<file path="config.mk">
export PLATFORM = sky130hd
export DESIGN_NAME = ecp_parallel_port_control
export DESIGN_NICKNAME = d
export VERILOG_FILES = /design/src/hw/ecp_pkg.sv /design/src/hw/ecp_parallel_port_control.sv
export SDC_FILE = /design/constraint.sdc
export NUM_CORES = 1
export LEC_CHECK = 0
export BUFFER_PORTS_ARGS = -buffer_cell sky130_fd_sc_hd__buf_2
export CAP_MARGIN = 20
export CORE_MARGIN = 4
export CORE_UTILIZATION = 59
export DETAILED_ROUTE_END_ITERATION = 10
export GPL_TIMING_DRIVEN = 0
export PLACE_DENSITY = 0.92
export RECOVER_POWER = 25
export SLEW_MARGIN = 10
export SYNTH_ARGS = -nofsm -noshare
export SYNTH_HDL_FRONTEND = slang
export SYNTH_SLANG_ARGS = --single-unit
</file>
<file path="constraint.sdc">
create_clock -name ref_clk -period 7.8 [get_ports ref_clk]
set_clock_uncertainty 0.15 [all_clocks]
set_input_delay 0 -clock ref_clk [delete_from_list [all_inputs] [get_ports ref_clk]]
set_output_delay 0 -clock ref_clk [all_outputs]
set_load 0.01 [all_outputs]
</file>
<file path="src/hw/ecp_pkg.sv">
// shared constants and types for the ecp parallel port block
package ecp_pkg;
  // register indices; byte address is four times the index
  localparam logic [10:0] IDX_PORT_DATA   = 11'h000;
  localparam logic [10:0] IDX_STATUS      = 11'h001;
  localparam logic [10:0] IDX_CONTROL     = 11'h002;
  localparam logic [10:0] IDX_FIFO        = 11'h400;
  localparam logic [10:0] IDX_CONFIG_B    = 11'h401;
  localparam logic [10:0] IDX_EXT_CONTROL = 11'h402;
  localparam logic [10:0] IDX_THRESHOLD   = 11'h403;
  // port modes, extended control bits 7..5
  localparam logic [2:0] MODE_SPP  = 3'h0;
  localparam logic [2:0] MODE_PS2  = 3'h1;
  localparam logic [2:0] MODE_FIFO = 3'h2;
  localparam logic [2:0] MODE_ECP  = 3'h3;
  localparam logic [2:0] MODE_TEST = 3'h6;
  localparam logic [2:0] MODE_CFG  = 3'h7;
  // extended control field positions
  localparam int ECR_MODE_LSB  = 5;
  localparam int ECR_FAULT_DIS = 4;
  localparam int ECR_DMA_ALLOW = 3;
  localparam int ECR_SVC_FLAG  = 2;
  localparam int ECR_FULL      = 1;
  localparam int ECR_EMPTY     = 0;
  // port control field positions
  localparam int CTL_STROBE    = 0;
  localparam int CTL_AUTOFD    = 1;
  localparam int CTL_INIT      = 2;
  localparam int CTL_SELECTIN  = 3;
  localparam int CTL_ACK_IRQ   = 4;
  localparam int CTL_DIRECTION = 5;
  // reset values
  localparam logic [2:0] ECR_MODE_RST      = 3'h0;
  localparam logic       ECR_FAULT_DIS_RST = 1'b0;
  localparam logic       ECR_DMA_ALLOW_RST = 1'b0;
  localparam logic       ECR_SVC_FLAG_RST  = 1'b1;
  localparam logic [5:0] CTL_RST           = 6'h00;
  localparam logic [7:0] DATA_RST          = 8'h00;
  localparam logic [2:0] CFG_IRQ_RST       = 3'h0;
  localparam logic [3:0] THR_FREE_RST      = 4'h8;
  localparam logic [3:0] THR_FILL_RST      = 4'h8;
  localparam logic [7:0] CONFIG_A_VALUE    = 8'h10;
  localparam int         FIFO_DEPTH        = 16;
  // link handshake states
  typedef enum logic [2:0] {
    HS_IDLE  = 3'b000,
    HS_SETUP = 3'b001,
    HS_STB   = 3'b010,
    HS_REL   = 3'b011,
    HS_RREQ  = 3'b100,
    HS_RREL  = 3'b101
  } ecp_hs_t;
endpackage : ecp_pkg
</file>
<file path="src/hw/ecp_parallel_port_control.sv">
// ecp parallel port: apb registers, shared fifo, link handshake
// Behaviour
// RULE1: fault-irq-disable bit 4 set suppresses the fault edge interrupt.
// RULE2: bit 4 clear: pulse on fault fall, or on 1-to-0 write while fault low.
// RULE3: dma allow bit 3 permits dma requests; cleared blocks dma always.
// RULE4: service flag set blocks dma and service interrupts; clear arms one case.
// RULE5: hardware sets service flag on service event; software clears; writing 1 no irq.
// RULE6: with dma allowed, terminal count sets the service flag.
// RULE7: no dma, forward: free bytes at least free threshold sets service flag.
// RULE8: no dma, reverse: valid bytes at least fill threshold sets service flag.
// RULE9: read-only full flag bit 1 and empty flag bit 0 reflect the fifo.
// RULE10: all fifo port views share one sixteen byte fifo.
// RULE11: data, status, control and extended control reachable in every mode.
// RULE12: forward strobe presents byte on asserting edge, paced by busy.
// RULE13: reverse: peripheral asserts ack for valid data, handshakes with autofeed.
// RULE14: peripheral drops busy when ready; reverse busy high data, low command.
// RULE15: paper-error low acknowledges reverse; host drives data only when permitted.
// RULE16: forward autofeed high for data, low for command; reverse low requests byte.
// RULE17: fault raises error interrupt, forward only; may request reverse in ecp. Code raises it in reverse ecp too.
// RULE18: init driven low for reverse direction, high for forward.
// RULE19: select-in held deasserted in ecp mode.
// RULE20: software clears direction, strobe, autofeed, then writes mode 011.
// RULE21: address port bytes go out as commands, data port bytes as data.
// RULE22: mode lives in extended control bits 7..5; 011 selects ecp.
// RULE23: terminal count sets service flag, raises interrupt, stops dma.
// RULE24: software changes direction only in ps/2 mode.
// RULE25: each fifo entry carries a command tag steering autofeed on send.
//
// The APB interface to the registers and the placing of the registers were decided locally.
`timescale 1ns/1ps
module ecp_parallel_port_control
  import ecp_pkg::*;
#(
  parameter int DEPTH  = ecp_pkg::FIFO_DEPTH,
  parameter int ADDR_W = 13
) (
  input  wire logic              ref_clk,
  input  wire logic              reset_n,
  input  wire logic              psel,
  input  wire logic              penable,
  input  wire logic              pwrite,
  input  wire logic [ADDR_W-1:0] paddr,
  input  wire logic [31:0]       pwdata,
  output logic      [31:0]       prdata,
  output logic                   pready,
  output logic                   pslverr,
  output logic                   irq,
  output logic                   dmaReq,
  input  wire logic              dmaAck,
  input  wire logic              dmaTc,
  input  wire logic [7:0]        dmaWrData,
  output logic      [7:0]        dmaRdData,
  input  wire logic [7:0]        pdIn,
  output logic      [7:0]        pdOut,
  output logic                   pdOe_n,
  output logic                   strobe_n,
  output logic                   autoFd_n,
  output logic                   init_n,
  output logic                   selectIn_n,
  input  wire logic              busy,
  input  wire logic              ack_n,
  input  wire logic              pError,
  input  wire logic              select,
  input  wire logic              fault_n
);
  import ecp_pkg::*;

  localparam int AW = $clog2(DEPTH);
  localparam int CW = AW + 1;

  typedef struct packed {
    logic [2:0]             mode;
    logic                   faultDis;
    logic                   dmaAllow;
    logic                   svcFlag;
    logic [5:0]             ctrl;
    logic [7:0]             data;
    logic [2:0]             cfgIrq;
    logic [3:0]             thrFree;
    logic [3:0]             thrFill;
    logic [DEPTH-1:0][8:0]  mem;
    logic [AW-1:0]          wp;
    logic [AW-1:0]          rp;
    logic [CW-1:0]          cnt;
    ecp_hs_t                hs;
    logic [7:0]             sendByte;
    logic                   sendCmd;
    logic                   faultPrev;
    logic                   ackPrev;
    logic                   irq;
    logic [31:0]            rdData;
    logic [7:0]             dmaRd;
  } ecp_state_t;

  ecp_state_t st;
  ecp_state_t n;
  logic [1:0] rstPipe;
  logic       rstSync;

  // fifo-backed modes, decoded more than once, and mapped indices
  function automatic logic isFifoMode(input logic [2:0] m);
    return (m == MODE_FIFO) || (m == MODE_ECP) || (m == MODE_TEST);
  endfunction : isFifoMode

  function automatic logic isMapped(input logic [10:0] i);
    return (i == IDX_PORT_DATA) || (i == IDX_STATUS) || (i == IDX_CONTROL) ||
           (i == IDX_FIFO) || (i == IDX_CONFIG_B) || (i == IDX_EXT_CONTROL) ||
           (i == IDX_THRESHOLD);
  endfunction : isMapped

  logic [10:0]   idx;
  logic          apbSetup;
  logic          apbWr;
  logic          apbRd;
  logic          dirRev;
  logic          fifoFull;
  logic          fifoEmpty;
  logic [CW-1:0] freeCnt;
  logic [8:0]    head;
  logic          engineOn;
  logic          ecpMode;
  logic          faultFall;
  logic          doPush;
  logic          doPop;
  logic [8:0]    pushWord;
  logic          svcSet;
  logic          faultIrq;

  assign idx       = paddr[ADDR_W-1:2];
  assign apbSetup  = psel && !penable;
  assign apbWr     = psel && penable && pwrite;
  assign apbRd     = psel && penable && !pwrite;
  assign ecpMode   = (st.mode == MODE_ECP);
  // direction bit is ignored in spp and fifo modes
  assign dirRev    = st.ctrl[CTL_DIRECTION] && (st.mode != MODE_SPP) && (st.mode != MODE_FIFO);
  assign fifoFull  = (st.cnt == CW'(DEPTH)); // see RULE9
  assign fifoEmpty = (st.cnt == '0); // see RULE9
  assign freeCnt   = CW'(DEPTH) - st.cnt;
  assign head      = st.mem[st.rp];
  assign engineOn  = (st.mode == MODE_FIFO) || ecpMode;
  assign faultFall = st.faultPrev && !fault_n;

  always_ff @(posedge ref_clk or negedge reset_n) begin
    if (!reset_n) begin
      rstPipe <= 2'h0;
    end else begin
      rstPipe <= {rstPipe[0], 1'b1};
    end
  end
  assign rstSync = rstPipe[1];

  always_comb begin
    n        = st;
    n.irq    = 1'b0;
    doPush   = 1'b0;
    doPop    = 1'b0;
    pushWord = 9'h000;
    svcSet   = 1'b0;
    faultIrq = 1'b0;
    n.faultPrev = fault_n;
    n.ackPrev   = ack_n;

    // read data captured in setup so prdata comes from a flop
    if (apbSetup && !pwrite) begin
      case (idx)
        IDX_PORT_DATA:   n.rdData = {24'h0, (st.mode == MODE_PS2) ? pdIn : st.data};
        IDX_STATUS:      n.rdData = {24'h0, ~busy, ack_n, pError, select, fault_n, 3'h7};
        IDX_CONTROL:     n.rdData = {24'h0, 2'h3, st.ctrl};
        IDX_FIFO: begin
          if (st.mode == MODE_CFG) begin
            n.rdData = {24'h0, CONFIG_A_VALUE};
          end else if (isFifoMode(st.mode) && !fifoEmpty) begin
            n.rdData = {24'h0, head[7:0]};
          end else begin
            n.rdData = 32'h0;
          end
        end
        IDX_CONFIG_B:    n.rdData = {24'h0, 1'b0, st.irq, st.cfgIrq, 3'h7};
        IDX_EXT_CONTROL: n.rdData = {24'h0, st.mode, st.faultDis, st.dmaAllow, st.svcFlag,
                                     fifoFull, fifoEmpty}; // see RULE11
        IDX_THRESHOLD:   n.rdData = {24'h0, st.thrFill, st.thrFree};
        default:         n.rdData = 32'h0;
      endcase
    end

    // register writes, taken at the access edge
    if (apbWr) begin
      case (idx)
        IDX_PORT_DATA: begin
          if (ecpMode && !dirRev) begin
            doPush   = 1'b1;
            pushWord = {1'b1, pwdata[7:0]}; // see RULE21
          end else begin
            n.data = pwdata[7:0];
          end
        end
        IDX_CONTROL:   n.ctrl = pwdata[5:0];
        IDX_FIFO: begin
          if (isFifoMode(st.mode) && !(ecpMode && dirRev)) begin
            doPush   = 1'b1;
            pushWord = {1'b0, pwdata[7:0]}; // see RULE10
          end
        end
        IDX_CONFIG_B:  n.cfgIrq = pwdata[5:3];
        IDX_EXT_CONTROL: begin
          n.mode     = pwdata[7:ECR_MODE_LSB]; // see RULE22
          n.faultDis = pwdata[ECR_FAULT_DIS];
          n.dmaAllow = pwdata[ECR_DMA_ALLOW];
          n.svcFlag  = pwdata[ECR_SVC_FLAG]; // see RULE5
          if (ecpMode && st.faultDis && !pwdata[ECR_FAULT_DIS] && !fault_n) begin
            faultIrq = 1'b1; // see RULE2
          end
        end
        IDX_THRESHOLD: begin
          n.thrFree = pwdata[3:0];
          n.thrFill = pwdata[7:4];
        end
        default: ;
      endcase
    end

    // host reads drain the fifo only in reverse ecp or test mode
    if (apbRd && (idx == IDX_FIFO) && ((ecpMode && dirRev) || (st.mode == MODE_TEST))) begin
      doPop = 1'b1;
    end

    // dma strobe moves one byte; cpu write wins a same-cycle collision
    if (dmaAck && dmaReq) begin
      if (dirRev) begin
        doPop   = 1'b1;
        n.dmaRd = head[7:0];
      end else if (!doPush) begin
        doPush   = 1'b1;
        pushWord = {1'b0, dmaWrData};
      end
    end

    // link handshake engine
    case (st.hs)
      HS_IDLE: begin
        if (engineOn && !dirRev && !fifoEmpty && !busy && (!ecpMode || pError)) begin
          n.sendByte = head[7:0];
          n.sendCmd  = head[8] && ecpMode; // see RULE25
          doPop      = 1'b1;
          n.hs       = HS_SETUP;
        end else if (ecpMode && dirRev && !fifoFull && !pError) begin
          n.hs = HS_RREQ; // see RULE15
        end
      end
      HS_SETUP: n.hs = HS_STB;
      HS_STB: begin
        if (busy) begin
          n.hs = HS_REL; // see RULE12
        end
      end
      HS_REL: begin
        if (!busy) begin
          n.hs = HS_IDLE;
        end
      end
      HS_RREQ: begin
        if (!ack_n) begin
          doPush   = 1'b1;
          pushWord = {~busy, pdIn}; // see RULE14
          n.hs     = HS_RREL;
        end
      end
      HS_RREL: begin
        if (ack_n) begin
          n.hs = HS_IDLE;
        end
      end
      default: n.hs = HS_IDLE;
    endcase
    if (!engineOn) begin
      n.hs = HS_IDLE;
    end

    // fifo pointers; overflow and underflow attempts are dropped
    if (doPush && !fifoFull) begin
      n.mem[st.wp] = pushWord;
      n.wp         = st.wp + 1'b1;
    end
    if (doPop && !fifoEmpty) begin
      n.rp = st.rp + 1'b1;
    end
    n.cnt = st.cnt + {{AW{1'b0}}, (doPush && !fifoFull)}
                   - {{AW{1'b0}}, (doPop && !fifoEmpty)};
    if (st.mode == MODE_SPP) begin
      n.wp  = '0;
      n.rp  = '0;
      n.cnt = '0;
    end

    // service events; hardware set wins over a same-cycle software clear
    if (!st.svcFlag) begin // see RULE4
      if (st.dmaAllow) begin
        svcSet = dmaTc; // see RULE6
      end else if (!dirRev) begin
        svcSet = (freeCnt >= CW'(st.thrFree)); // see RULE7
      end else begin
        svcSet = (st.cnt >= CW'(st.thrFill)); // see RULE8
      end
    end
    if (svcSet) begin
      n.svcFlag = 1'b1; // see RULE23
    end

    if (ecpMode && !st.faultDis && faultFall) begin
      faultIrq = 1'b1; // see RULE1
    end
    n.irq = svcSet || faultIrq || (st.ctrl[CTL_ACK_IRQ] && !st.ackPrev && ack_n); // see RULE17
  end

  always_ff @(posedge ref_clk or negedge rstSync) begin
    if (!rstSync) begin
      st           <= '0;
      st.mode      <= ECR_MODE_RST;
      st.faultDis  <= ECR_FAULT_DIS_RST;
      st.dmaAllow  <= ECR_DMA_ALLOW_RST;
      st.svcFlag   <= ECR_SVC_FLAG_RST;
      st.ctrl      <= CTL_RST;
      st.data      <= DATA_RST;
      st.cfgIrq    <= CFG_IRQ_RST;
      st.thrFree   <= THR_FREE_RST;
      st.thrFill   <= THR_FILL_RST;
      st.hs        <= HS_IDLE;
      st.faultPrev <= 1'b1;
      st.ackPrev   <= 1'b1;
    end else begin
      st <= n;
    end
  end

  // bus answers in the first access cycle
  assign prdata    = st.rdData;
  assign pready    = psel && penable;
  assign pslverr   = psel && penable && !isMapped(idx);
  assign irq       = st.irq;
  assign dmaRdData = st.dmaRd;
  assign dmaReq    = st.dmaAllow && !st.svcFlag && isFifoMode(st.mode) &&
                     (dirRev ? !fifoEmpty : !fifoFull); // see RULE3

  // pins: engine owns strobe in fifo and ecp modes, autofeed in ecp mode only
  assign pdOut      = engineOn ? st.sendByte : st.data;
  // in ecp mode never drive the bus while the peripheral holds reverse acknowledge low
  assign pdOe_n     = dirRev || (ecpMode && !pError);
  assign strobe_n   = engineOn ? (st.hs != HS_STB) : !st.ctrl[CTL_STROBE];
  assign autoFd_n   = ecpMode ? (dirRev ? (st.hs != HS_RREQ) : !st.sendCmd) // see RULE16
                              : !st.ctrl[CTL_AUTOFD];
  assign init_n     = ecpMode ? !dirRev : st.ctrl[CTL_INIT]; // see RULE18
  assign selectIn_n = ecpMode ? 1'b1 : !st.ctrl[CTL_SELECTIN]; // see RULE19

  a_fault_masked: assert property (@(posedge ref_clk) disable iff (!rstSync) // see RULE1
    (ecpMode && st.faultDis && faultFall && !svcSet && !st.ctrl[CTL_ACK_IRQ] &&
     !(apbWr && idx == IDX_EXT_CONTROL)) |=> !irq)
    else $error("fault edge raised irq while disabled");
  a_fault_edge: assert property (@(posedge ref_clk) disable iff (!rstSync) // see RULE2
    (ecpMode && !st.faultDis && faultFall) |=> irq)
    else $error("fault edge did not raise irq");
  a_dma_blocked: assert property (@(posedge ref_clk) disable iff (!rstSync) // see RULE3
    !st.dmaAllow |-> !dmaReq)
    else $error("dma request while dma disallowed");
  a_svc_blocks: assert property (@(posedge ref_clk) disable iff (!rstSync) // see RULE4
    st.svcFlag |-> (!dmaReq && !svcSet))
    else $error("service flag did not block dma or service");
  a_svc_sticky: assert property (@(posedge ref_clk) disable iff (!rstSync) // see RULE5
    (st.svcFlag && !(apbWr && idx == IDX_EXT_CONTROL)) |=> st.svcFlag)
    else $error("service flag cleared without software");
  a_tc_sets: assert property (@(posedge ref_clk) disable iff (!rstSync) // see RULE6
    (!st.svcFlag && st.dmaAllow && dmaTc) |=> (st.svcFlag && irq && !dmaReq))
    else $error("terminal count did not set service flag");
  a_free_sets: assert property (@(posedge ref_clk) disable iff (!rstSync) // see RULE7
    (!st.svcFlag && !st.dmaAllow && !dirRev && freeCnt >= CW'(st.thrFree)) |=> st.svcFlag)
    else $error("free threshold did not set service flag");
  a_fill_sets: assert property (@(posedge ref_clk) disable iff (!rstSync) // see RULE8
    (!st.svcFlag && !st.dmaAllow && dirRev && st.cnt >= CW'(st.thrFill)) |=> st.svcFlag)
    else $error("fill threshold did not set service flag");
  a_strobe_pace: assert property (@(posedge ref_clk) disable iff (!rstSync) // see RULE12
    (st.hs == HS_SETUP) |=> (!strobe_n throughout (st.hs == HS_STB)))
    else $error("strobe not asserted after setup");
  a_init_select: assert property (@(posedge ref_clk) disable iff (!rstSync) // see RULE19
    ecpMode |-> (selectIn_n && (init_n == !dirRev)))
    else $error("select-in or init wrong in ecp mode");
endmodule : ecp_parallel_port_control

</file>
==> results.json <==
{
  "grt_max_degree": 67,
  "die_h_um": 148,
  "critPathKind": "flop to async pin",
  "cp-start-kind": "flop",
  "dpl_cell_area_mm2": 0.0125,
  "synth_edf_count": 0,
  "setup_tns_ns": 0,
  "clk_latency_ns": 0.53,
  "cts_sinks": 221,
  "crit_required_ns": 7.45,
  "port_buffers": 78,
  "htreeDepth": 1,
  "path_max_fanout": 65,
  "yosysSeqAreaShare_pct": 47.8,
  "hold_viol_final": 0,
  "drive_above_1_share_pct": 31.1,
  "grt_pass1_vias": 9839,
  "design_area_mm2": 0.0136,
  "finalSetupViolations": 0,
  "cts_root_buf": "clkbuf_16",
  "drt-total-wl_mm": 36.3,
  "grt_setup_unrepaired": "no",
  "drc_errors": 0,
  "synth-async-reset-ratio_pct": 100,
  "gr-usage-all-layers_pct": 33.0,
  "critPathSlowestCell": "clkbuf_1",
  "num_antenna_cells": 0,
  "syn_area_mm2": 0.0116,
  "ys.warnings.count": 0,
  "synth-seq-cells": 221,
  "power_density_mw_per_mm2": 180,
  "violations": "max-capacitance violations, max-slew violations",
  "cts_tree": "yes",
  "core_mm2": 0.0190,
  "cts_buffers": 24,
  "num_rows": 50,
  "crit_chain": "clkbuf_1",
  "ctsResizeCount": 0,
  "avgSynthCellArea_um2": 11.6,
  "clk_pin_slew_ns": 0.06,
  "viasPerCell": 6.59,
  "grt_pass1_wl_mm": 56.4,
  "fp.dieArea_mm2": 0.0219,
  "worst_pin_slew_ns": 3.64,
  "slew_viol_final": 132,
  "cp-end-kind": "async pin",
  "start_util_pct": 60.9,
  "synthDistinctLibCells": 56,
  "antenna_left": 0,
  "grt_antenna_before_repair": 0,
  "fin_crit_ns": 4.77,
  "cpPeakStageDelay_ns": 2.64,
  "fmax_mhz": 210,
  "hp-class": "primary input to flop",
  "grt-ovfl-total": 0,
  "maxCapViolCount": 2,
  "dpl.hpwl_mm": 23.4,
  "max-vdd-ir-drop_mv": 0.145,
  "io_pins": 130,
  "avgRoutedWirePerCell_um": 25.2,
  "drt_iter0_markers": 1163,
  "arrival_ns": 4.42,
  "leakagePower_nw": 6.37,
  "place_congestion": 1.01,
  "syn-instance-count": 1002,
  "slew_headroom_pct": -143,
  "nFillCells": 1195,
  "die_x_um": 148,
  "max-clock-path-buffers": 3,
  "post-route-util_pct": 71.4,
  "period_share_pct": 61.1,
  "outcome": "finished, violations left",
  "firstDrtPassIters": 5,
  "crit_family": "buffers and inverters",
  "fin_nets": 1263,
  "vias": 9504,
  "synth_ff_type": "dfrtp_1",
  "cp_num_buf_inv": 1,
  "synthToLayoutAreaGrowth_pct": 17.2
}
-- metrics by stage --
step / setup WS, ns / power (mW) / instances / hold slack (ns)
detailed placement: 3.74 / 1.26 / 1367 / -0.362
global placement: -1.25 / 1.26 / 1363 / -0.364
finish: 3.03 / 2.45 / 1443 / 0.0116
global route: 2.17 / 2.51 / 1443 / 0.00515
CTS: 3.67 / 2.45 / 1441 / 0.000332
floorplan: 1.04 / 1.22 / 1025 / -0.446
-- cell usage in the layout, fill, tap and decap left out, types with 10 or more instances in the layout --
cell type,count
a21oi_1,21
a221oi_1,23
a22oi_1,10
a31oi_1,10
and2_1,12
buf_2,93
buf_4,41
clkbuf_1,46
clkbuf_16,24
conb_1,25
dfrtp_1,216
dlygate4sd3_1,31
ha_1,23
inv_1,23
mux2_2,136
mux2_4,18
mux2i_1,46
mux4_2,24
nand2_1,92
nand2b_1,15
nand3_1,10
nor2_1,52
nor2b_1,11
nor3_1,13
o21ai_0,46
or3_1,11
-- layout make-up --
cell class              instances  area, µm²  share of cell area, %
repair buffers                115        753                   5.55
multi-input cells             678       5480                   40.4
well taps                     260        325                   2.40
clock buffers                  32        671                   4.94
flip-flops and latches        221       5540                   40.8
plain buffers                 103        579                   4.27
inverters                      23       86.3                  0.636
clock inverters                11        148                   1.09
-- flip-flops by register name, summed over array words and instances, names as in the netlist --
register   count
dmaRdData      8
rstPipe        2
prdata         8
irq            1
st           202
-- cells in the mapped netlist, types with 13 or more instances --
| cell type | n | area, µm² |
|---|---|---|
| mux2_2 | 136 | 1530 |
| dfrtp_1 | 216 | 5410 |
| and2_1 | 13 | 81.3 |
| ha_1 | 23 | 288 |
| nor2_1 | 52 | 195 |
| nand2b_1 | 15 | 93.8 |
| mux2_4 | 18 | 270 |
| mux4_2 | 24 | 541 |
| o21ai_0 | 46 | 230 |
| nor3_1 | 13 | 65.1 |
| nand2_1 | 92 | 345 |
| clkbuf_1 | 38 | 143 |
| a21oi_1 | 21 | 105 |
| mux2i_1 | 46 | 460 |
| a221oi_1 | 23 | 201 |
| buf_4 | 40 | 300 |
| inv_1 | 23 | 86.3 |
| buf_2 | 16 | 80.1 |
-- kinds of logic (layout without fill, tap and decap cells) --
| group | Yosys count | after routing | synth area share [%] |
|---|---|---|---|
| simple gates | 249 | 249 | 10.6 |
| mux | 224 | 224 | 24.2 |
| flops | 221 | 221 | 47.8 |
| compound gates | 145 | 145 | 8.10 |
| buf+inv | 126 | 284 | 5.74 |
| fa+ha+maj | 25 | 25 | 2.74 |
| xor+xnor | 10 | 10 | 0.756 |
| other cells | 2 | 25 | 0.0648 |
-- path summary, 6_finish.rpt --
| path | from | end | slack, ns | depth (start not counted) |
|---|---|---|---|---|
| setup / recovery | rstPipe[1]$_DFF_PN0_ | st[50]$_DFFE_PN0P_ | 3.03 | 1 |
| setup reg to reg | rstPipe[1]$_DFF_PN0_ | st[50]$_DFFE_PN0P_ | 3.03 | 1 |
| hold reg to reg | rstPipe[0]$_DFF_PN0_ | rstPipe[1]$_DFF_PN0_ | 0.20 | 0 |
| hold / removal | fault_n | st[42]$_DFF_PN1_ | 0.01 | 2 |
| max in group ref_clk | st[56]$_DFF_PN0_ | st[59]$_DFF_PN0_ | 3.64 | 16 |
| min in group asynchronous | reset_n | rstPipe[0]$_DFF_PN0_ | 0.18 | 3 |
-- layer usage --
metal	part of all wire (%)	wire, µm	global-route usage [%]	up-vias
li1	-	-	-	3872
met1	35	12700	39.7	4591
met2	47	17000	54.2	803
met3	11	3990	8.32	238
met4	7.3	2640	19.1	0
met5	0	0	0	-
-- where the power goes --
group	switching [mW]	internal (mW)
combinational	0.0579	0.0392
sequential	0.00529	1.15
clock	0.488	0.706
-- repair_timing --
| item | in CTS | in global routing |
|---|---|---|
| setup buffers | 0 | 0 |
| hold endpoints to repair | 58 | 0 |
| hold buffers | 31 | 0 |
Power figures use the tool's default switching activity.
